`src/sto_monitor_consts.vh`:
```
// Purpose: constants for the safe torque off monitor
// Assumes: 50 MHz pclk, APB with 32-bit data
// Notes: offsets are byte addresses
`ifndef STO_MONITOR_CONSTS_VH
`define STO_MONITOR_CONSTS_VH

`define ADDR_STATUS 12'h000
`define ADDR_CONTROL 12'h004
`define ADDR_LIMIT 12'h008
`define ADDR_LAMPS 12'h00C

// status register fields
`define ST_ENABLED 0
`define ST_FAULT 1
`define ST_LEVEL_A 2
`define ST_LEVEL_B 3
`define ST_CUT 4
`define ST_FAILURE 5
`define ST_MOVE_OK 6

// control register fields
`define CT_ENABLE_REQ 0
`define CT_MOVE_REQ 1

// lamp register fields
`define LP_NVM_FAIL 0
`define LP_ADDR_CHANGED 1

`define LIMIT_RESET 12'h000
`define LIMIT_MIN_MS 12'h032
`define LIMIT_MAX_MS 12'hBB8

// millisecond tick: 1 ms at 20 ns per cycle
`define TICK_PERIOD_NS 1000000
`define CLK_PERIOD_NS 20
`define TICK_CYCLES (`TICK_PERIOD_NS / `CLK_PERIOD_NS)

`endif
```
`src/input_sync.v`:
```
// Purpose: three-stage synchroniser with agreement filter for one pin
// Assumes: pin is asynchronous to pclk
// Notes: output changes only when stages two and three agree
`timescale 1ns/100ps
module input_sync (
    // clock and reset
    input wire pclk,
    input wire presetn,
    // pin and synchronised level
    input wire pin,
    output reg level
);
    reg meta;
    reg stage2;
    reg stage3;

    // meta is read only by stage2
    always @(posedge pclk or negedge presetn) begin
        if (!presetn) begin
            meta <= 1'b0;
            stage2 <= 1'b0;
            stage3 <= 1'b0;
            level <= 1'b0;
        end else begin
            meta <= pin;
            stage2 <= meta;
            stage3 <= stage2;
            if (stage2 == stage3) begin
                level <= stage3;
            end
        end
    end
endmodule

```
`src/safe_torque_off_monitor.v`:
```
// Purpose: safe torque off status and fault monitor with APB registers
// Assumes: safety inputs active high; power stage status from driver
// Notes: presetn is the power-up reset and the only way to clear failure
// Summary of operation
// RL1 - enabled flag follows live power stage
// RL2 - fault on overtemp, overcurrent or torque cut
// RL3 - fault while either safety input inactive
// RL4 - fault clears itself when causes vanish
// RL5 - enable refused while fault high
// RL6 - level a mirrors safety input a
// RL7 - level b mirrors safety input b
// RL8 - cut flag set when any input inactive
// RL9 - cut flag clears when both inputs active
// RL10 - failure when input inactive, stage live
// RL11 - failure on mismatch time limit fault
// RL12 - failure disables stage, refuses moves
// RL13 - failure latched until power-up reset
// RL14 - mismatch checks armed for 50..3000 ms
// RL15 - failure when inputs differ past limit
// RL16 - failure when input toggles twice quickly
// RL17 - zero limit disables mismatch checks
// RL18 - module lamp flash alone: nvm write failed
// RL19 - both lamps flash: address/protocol changed
// RL20 - synchronise inputs, time with ms tick
`timescale 1ns/100ps
`include "sto_monitor_consts.vh"
module safe_torque_off_monitor (
    // clock and reset
    input wire pclk,
    input wire presetn,
    // apb slave
    input wire psel,
    input wire penable,
    input wire pwrite,
    input wire [11:0] paddr,
    input wire [31:0] pwdata,
    output wire pready,
    output reg [31:0] prdata,
    output wire pslverr,
    // safety input pins
    input wire safety_input_a,
    input wire safety_input_b,
    // power stage
    input wire stage_live,
    input wire over_temperature,
    input wire over_current,
    input wire nvm_write_failed,
    input wire address_changed,
    output reg stage_enable,
    output wire move_allowed,
    // lamps
    output reg module_status_lamp,
    output reg network_status_lamp
);
    wire level_a;
    wire level_b;
    reg [1:0] control;
    reg [11:0] limit;
    reg [15:0] tick_count;
    reg tick;
    reg [11:0] diff_ms;
    reg [11:0] since_a_ms;
    reg [11:0] since_b_ms;
    reg prev_a;
    reg prev_b;
    reg seen_a;
    reg seen_b;
    reg safety_channel_failure;
    reg [23:0] flash_count;
    reg flash;
    wire armed;
    wire inputs_differ;
    wire edge_a;
    wire edge_b;
    wire mismatch_fault;
    wire torque_cut_flag;
    wire power_stage_fault;
    wire drive_enabled_flag;
    wire [31:0] status_word;
    wire wr_en;
    wire rd_en;

    // three flops and agreement on each safety pin
    input_sync sync_a ( // RL20
        .pclk(pclk),
        .presetn(presetn),
        .pin(safety_input_a),
        .level(level_a)
    );
    input_sync sync_b ( // RL20
        .pclk(pclk),
        .presetn(presetn),
        .pin(safety_input_b),
        .level(level_b)
    );

    assign torque_cut_flag = ~(level_a & level_b); // RL8 RL9
    assign power_stage_fault = over_temperature | over_current
        | torque_cut_flag; // RL2 RL3 RL4
    assign drive_enabled_flag = stage_live; // RL1

    // limits outside the programmed range leave the checks off
    assign armed = (limit >= `LIMIT_MIN_MS) &&
        (limit <= `LIMIT_MAX_MS); // RL14 RL17
    assign inputs_differ = level_a ^ level_b;
    assign edge_a = level_a ^ prev_a;
    assign edge_b = level_b ^ prev_b;
    assign mismatch_fault = armed && ( // RL11
        (inputs_differ && tick && diff_ms >= limit) || // RL15
        (edge_a && seen_a && since_a_ms < limit) || // RL16
        (edge_b && seen_b && since_b_ms < limit)); // RL16

    // millisecond tick
    always @(posedge pclk or negedge presetn) begin
        if (!presetn) begin
            tick_count <= 16'h0000;
            tick <= 1'b0;
        end else if (tick_count == `TICK_CYCLES - 1) begin
            tick_count <= 16'h0000;
            tick <= 1'b1; // RL20
        end else begin
            tick_count <= tick_count + 16'h0001;
            tick <= 1'b0;
        end
    end

    // mismatch and toggle timers, saturate at the top of range
    always @(posedge pclk or negedge presetn) begin
        if (!presetn) begin
            diff_ms <= 12'h000;
            since_a_ms <= 12'h000;
            since_b_ms <= 12'h000;
            prev_a <= 1'b0;
            prev_b <= 1'b0;
            seen_a <= 1'b0;
            seen_b <= 1'b0;
        end else begin
            prev_a <= level_a;
            prev_b <= level_b;
            if (!inputs_differ) begin
                diff_ms <= 12'h000;
            end else if (tick && diff_ms != 12'hFFF) begin
                diff_ms <= diff_ms + 12'h001; // RL15
            end
            if (edge_a) begin
                since_a_ms <= 12'h000;
                seen_a <= 1'b1;
            end else if (tick && since_a_ms != 12'hFFF) begin
                since_a_ms <= since_a_ms + 12'h001; // RL16
            end
            if (edge_b) begin
                since_b_ms <= 12'h000;
                seen_b <= 1'b1;
            end else if (tick && since_b_ms != 12'hFFF) begin
                since_b_ms <= since_b_ms + 12'h001; // RL16
            end
        end
    end

    // latched failure: no bus path clears it
    always @(posedge pclk or negedge presetn) begin
        if (!presetn) begin
            safety_channel_failure <= 1'b0; // RL13
        end else if ((torque_cut_flag && stage_live) // RL10
            || mismatch_fault) begin // RL11
            safety_channel_failure <= 1'b1;
        end
    end

    // stage enable follows the request only with no fault or failure
    always @(posedge pclk or negedge presetn) begin
        if (!presetn) begin
            stage_enable <= 1'b0;
        end else begin
            stage_enable <= control[`CT_ENABLE_REQ] & ~power_stage_fault
                & ~safety_channel_failure; // RL5 RL12
        end
    end
    assign move_allowed = control[`CT_MOVE_REQ] & stage_enable
        & ~safety_channel_failure; // RL12

    // lamp flash about 3 Hz
    always @(posedge pclk or negedge presetn) begin
        if (!presetn) begin
            flash_count <= 24'h000000;
            flash <= 1'b0;
            module_status_lamp <= 1'b0;
            network_status_lamp <= 1'b0;
        end else begin
            if (flash_count == 24'h7A11FF) begin
                flash_count <= 24'h000000;
                flash <= ~flash;
            end else begin
                flash_count <= flash_count + 24'h000001;
            end
            // address change wins: both lamps flash together
            module_status_lamp <= (nvm_write_failed | address_changed)
                & flash; // RL18 RL19
            network_status_lamp <= address_changed & flash; // RL19
        end
    end

    // apb: zero wait states, no error response
    assign pready = 1'b1;
    assign pslverr = 1'b0;
    assign wr_en = psel & penable & pwrite;
    assign rd_en = psel & ~penable & ~pwrite;

    always @(posedge pclk or negedge presetn) begin
        if (!presetn) begin
            control <= 2'b00;
            limit <= `LIMIT_RESET;
        end else if (wr_en) begin
            if (paddr == `ADDR_CONTROL) begin
                control <= pwdata[1:0];
            end else if (paddr == `ADDR_LIMIT) begin
                limit <= pwdata[11:0];
            end
        end
    end

    assign status_word = {25'h0000000,
        move_allowed,
        safety_channel_failure,
        torque_cut_flag,
        level_b, // RL7
        level_a, // RL6
        power_stage_fault,
        drive_enabled_flag};

    // read data captured in setup, held through access
    always @(posedge pclk or negedge presetn) begin
        if (!presetn) begin
            prdata <= 32'h00000000;
        end else if (rd_en) begin
            if (paddr == `ADDR_STATUS) begin
                prdata <= status_word;
            end else if (paddr == `ADDR_CONTROL) begin
                prdata <= {30'h00000000, control};
            end else if (paddr == `ADDR_LIMIT) begin
                prdata <= {20'h00000, limit};
            end else if (paddr == `ADDR_LAMPS) begin
                prdata <= {30'h00000000, address_changed, nvm_write_failed};
            end else begin
                prdata <= 32'h00000000;
            end
        end
    end
endmodule

```
`config.mk`:
```
export PLATFORM = sky130hd
export DESIGN_NAME = safe_torque_off_monitor
export DESIGN_NICKNAME = d
export VERILOG_FILES = /design/src/input_sync.v /design/src/safe_torque_off_monitor.v
export VERILOG_INCLUDE_DIRS = /design/src
export SDC_FILE = /design/constraint.sdc
export NUM_CORES = 1
export LEC_CHECK = 0
export ABC_AREA = 1
export BUFFER_PORTS_ARGS = -buffer_cell sky130_fd_sc_hd__buf_2
export CAP_MARGIN = 20
export CELL_PAD_IN_SITES_DETAIL_PLACEMENT = 1
export CELL_PAD_IN_SITES_GLOBAL_PLACEMENT = 1
export CORE_ASPECT_RATIO = 0.8
export CORE_MARGIN = 4
export CORE_UTILIZATION = 43
export CTS_CLUSTER_DIAMETER = 50
export DETAILED_ROUTE_END_ITERATION = 10
export PLACE_DENSITY_LB_ADDON = 0.3
export SYNTH_ARGS = -nofsm -noshare
export SYNTH_HDL_FRONTEND = slang
export SYNTH_SLANG_ARGS = --single-unit
```
`constraint.sdc`:
```
create_clock -name pclk -period 2.1 [get_ports pclk]
set_clock_uncertainty 0.15 [all_clocks]
set_input_delay 0.63 -clock pclk [delete_from_list [all_inputs] [get_ports pclk]]
set_output_delay 0.63 -clock pclk [all_outputs]
set_load 0.02 [all_outputs]
```
==> flow_metrics.env <==
export IMPL_cts_buffer_depth=2
export IMPL_drt_pass1_iterations=4
export IMPL_via_count=6448
export IMPL_worst_pin_slew_ns=0.495
export IMPL_slowest_delay_ns=0.41
export IMPL_yosys_warnings=0
export IMPL_cts_buffers=17
export IMPL_clock_latency_ns=0.43
export IMPL_setup_viol=0
export IMPL_hpwl_mm=14.7
export IMPL_vdd_drop_max_mv=0.561
export IMPL_start_util_pct=44.7
export IMPL_r2r_end="safety_channel_failure"
export IMPL_num_rows=41
export IMPL_synthCells=926
export IMPL_detail_route_iter0_violations=389
export IMPL_htreeDepth=4
export IMPL_syn_avg_cell_area_sq_um=7.75
export IMPL_port_buffers=51
export IMPL_final_area_sq_um=8440
export IMPL_via_per_inst=5.22
export IMPL_layoutNonFillerInstCount=1235
export IMPL_crit_slowest_cell="dfrtp_1"
export IMPL_status="finished clean"
export IMPL_syn_to_final_growth_pct=17.6
export IMPL_crit_chain="clkinvlp_4 > ha_1 > nand2_1 > inv_1 > nand3_1 > nor2_1 > nand2_1 > nand2_1 > nand3_1 > nand2_1 > nand2_1"
export IMPL_pwr_share_seq_pct=39.8
export IMPL_r2r_start="limit[11]"
export IMPL_ant_nets=0
export IMPL_p_int_mw=4.49
export IMPL_die_area_sq_um=18800
export IMPL_whs_ns=0.162
export IMPL_dp_slack_ns=0.112
export IMPL_drt_total_wl_mm=20.9
export IMPL_grt_util_all_layers_pct=23.2
export IMPL_grt_pass1_vias=6890
export IMPL_p_clk_share_pct=54.3
export IMPL_gp_congestion=0.835
export IMPL_r2r_cells=11
export IMPL_hold_end="sync_b.meta"
export IMPL_maxCapViolCount=0
export IMPL_yosysUniqueCellTypes=37
export IMPL_critPathMaxFanout=6
export IMPL_p_leak_nw=4.27
export IMPL_required_ns=2.26
export IMPL_worstHoldStart="safety_input_b"
export IMPL_ys_async_sr_fraction_pct=100
export IMPL_min_period_ns=2.03
export IMPL_die_h_microns=124
export IMPL_rsz0062_at_grt="true"
export IMPL_slew_viol_final=0
export IMPL_ys_ff_latch=120
export IMPL_whs_path_depth=1
export IMPL_crit_top_cell="nand2_1"
export IMPL_worstSetupPathType="reg -> reg"
export IMPL_place_inst=1199
export IMPL_synth_edf_count=0
export IMPL_synth_seq_area_share_pct=41.9
export IMPL_cts_sinks=120
export IMPL_grt_ovfl_total=0
export IMPL_dpl_instance_area_sq_um=7740
export IMPL_die_w_microns=152
export IMPL_max_freq_mhz=494
export IMPL_synth_flop_cell="dfrtp_1"
export IMPL_maxSlewHeadroom_pct=66.7
export IMPL_end_kind="flip-flop"
export IMPL_core_area_sq_um=16100
export IMPL_regToRegSetupSlack_ns=0.07
export IMPL_fin_nets=1102
export IMPL_finalCritPeriodShare_pct=96.5
export IMPL_synthesis_area_sq_um=7170
export IMPL_cts_tree="yes"
export IMPL_power_density_nw_per_um2=699
export IMPL_grt_pass1_wl_mm=34.8
export IMPL_hp_class="in -> reg"
export IMPL_cp_start_kind="flip-flop"
export IMPL_drc=0
export IMPL_drive_gt1_share_pct=12.4
export IMPL_fin_ws_ns=0.0737
export IMPL_antenna_found_initial=1
export IMPL_swShare_pct=23.9
export IMPL_power_frac_comb_pct=5.9
export IMPL_io_pins=94
export IMPL_tns_ns=0
export IMPL_cts_root_buffer="clkbuf_16"
export IMPL_grt_max_degree=51
export IMPL_netSwitchingPower_mw=1.41
export IMPL_crit_arrival_ns=2.19
export IMPL_cts_clk_slew_worst_paths_ns=0.06
export IMPL_wl_per_cell_microns=16.9
export IMPL_finalHoldViolations=0
## Yosys cell counts, drive strengths merged, types with 3 or more instances
cell type	instances	share of area, %
a31oi	4	0.35
a21oi	29	2.0
nand3	67	4.8
ha	40	7.0
or2	3	0.26
inv	142	7.4
buf	30	3.0
nor4	11	1.2
nor2	100	5.3
o31ai	11	1.2
o22ai	3	0.26
dfrtp	120	42
nand3b	4	0.42
o21ai	43	3.0
nor3b	4	0.42
xor2	26	3.2
nand4	32	2.8
nor3	29	2.5
nand2	210	11
xnor2	6	0.73
## how the worst max path moves through the flow
stage                           startpoint                endpoint  depth (start not counted)
floorplan                        paddr[11]                limit[0]                          7
global placement                  paddr[9]               prdata[0]                          8
detailed placement                paddr[1]                limit[6]                          8
CTS                 safety_channel_failure            move_allowed                          4
global route                     limit[11]  safety_channel_failure                         11
finish                           limit[11]  safety_channel_failure                         11
## cells by family (layout without fill, tap and decap cells)
| group | Yosys count | count (layout) | synth area share, % |
|---|---|---|---|
| flip-flops | 120 | 120 | 41.9 |
| XOR/XNOR | 32 | 32 | 3.91 |
| AND/OR/NAND/NOR | 461 | 461 | 29.0 |
| other | 2 | 23 | 0.105 |
| buffers and inverters | 174 | 247 | 10.5 |
| adder cells (fa/ha/maj) | 42 | 42 | 7.26 |
| AO/OA/AOI/OAI | 95 | 95 | 7.31 |
## flip-flops by register name (all words and copies together), names as in the netlist, 2 cells and up
register	flops
flash_count	24
tick_count	16
diff_ms	12
limit	12
prdata	12
since_a_ms	12
since_b_ms	12
control	2
## metal layers
layer	up-vias	part of all wire, %	track usage, %
li1	3138	-	-
met1	3172	47	30.6
met2	113	48	38.8
met3	25	3.5	4.44
met4	0	1.6	7.64
met5	-	0	0
## repair_timing
action	CTS	global route
setup buffers	0	2
endpoints found under the setup margin	0	3
gates resized for setup	0	4
hold endpoints to repair	9	0
hold buffers	1	0
## power groups by stage
stage | sequential [mW] | clock [mW] | combinational (mW)
2_1_floorplan | 2.39 | 0 | 0.193
3_3_place_gp | 2.39 | 0 | 0.336
3_5_place_dp | 2.39 | 0 | 0.340
4_1_cts | 2.35 | 3.27 | 0.347
5_1_grt | 2.35 | 3.40 | 0.384
6_report | 2.35 | 3.21 | 0.345
## worst max-delay path, delay by kind of cell (launching register included)
family        cells  cell delay, ns
fa+ha+maj         1            0.36
buf+inv           2            0.29
flops             1            0.41
simple gates      8            0.70
## layout by cell type, fill, tap and decap left out, types with 3 or more instances in the layout
cell type / instances
a31oi_1: 4
clkbuf_16: 17
xor2_1: 26
nand4_1: 32
clkinvlp_4: 6
nor4_1: 9
buf_2: 50
o21ai_0: 43
nand3_1: 65
dfrtp_1: 120
inv_6: 3
nand2_1: 206
buf_12: 4
buf_4: 18
inv_1: 139
nor3_1: 24
nor3b_1: 4
xnor2_1: 6
a21oi_1: 29
nor2_1: 97
or2_2: 3
nand2_2: 3
nand3b_1: 4
o31ai_1: 11
bufinv_16: 4
nor3_2: 3
conb_1: 22
o22ai_1: 3
ha_1: 40
## per-stage QoR
stage	total power [mW]	util (%)
after floorplan	2.59	-
after global placement	2.73	48.2
after detailed placement	2.73	48.2
after CTS	5.96	52.3
after global routing	6.14	52.5
final	5.90	52.5
## layout make-up
| class | instances | area [sq um] |
|---|---|---|
| diodes | 1 | 2.50 |
| fillers | 2013 | 7620 |
| inverters | 142 | 537 |
| flip-flops and latches | 120 | 3000 |
| clock buffers | 19 | 453 |
| clock inverters | 13 | 193 |
| repair buffers | 73 | 475 |
| well taps | 215 | 269 |
| multi-input cells | 652 | 3500 |
No activity file was read; power rests on OpenSTA's default activity.
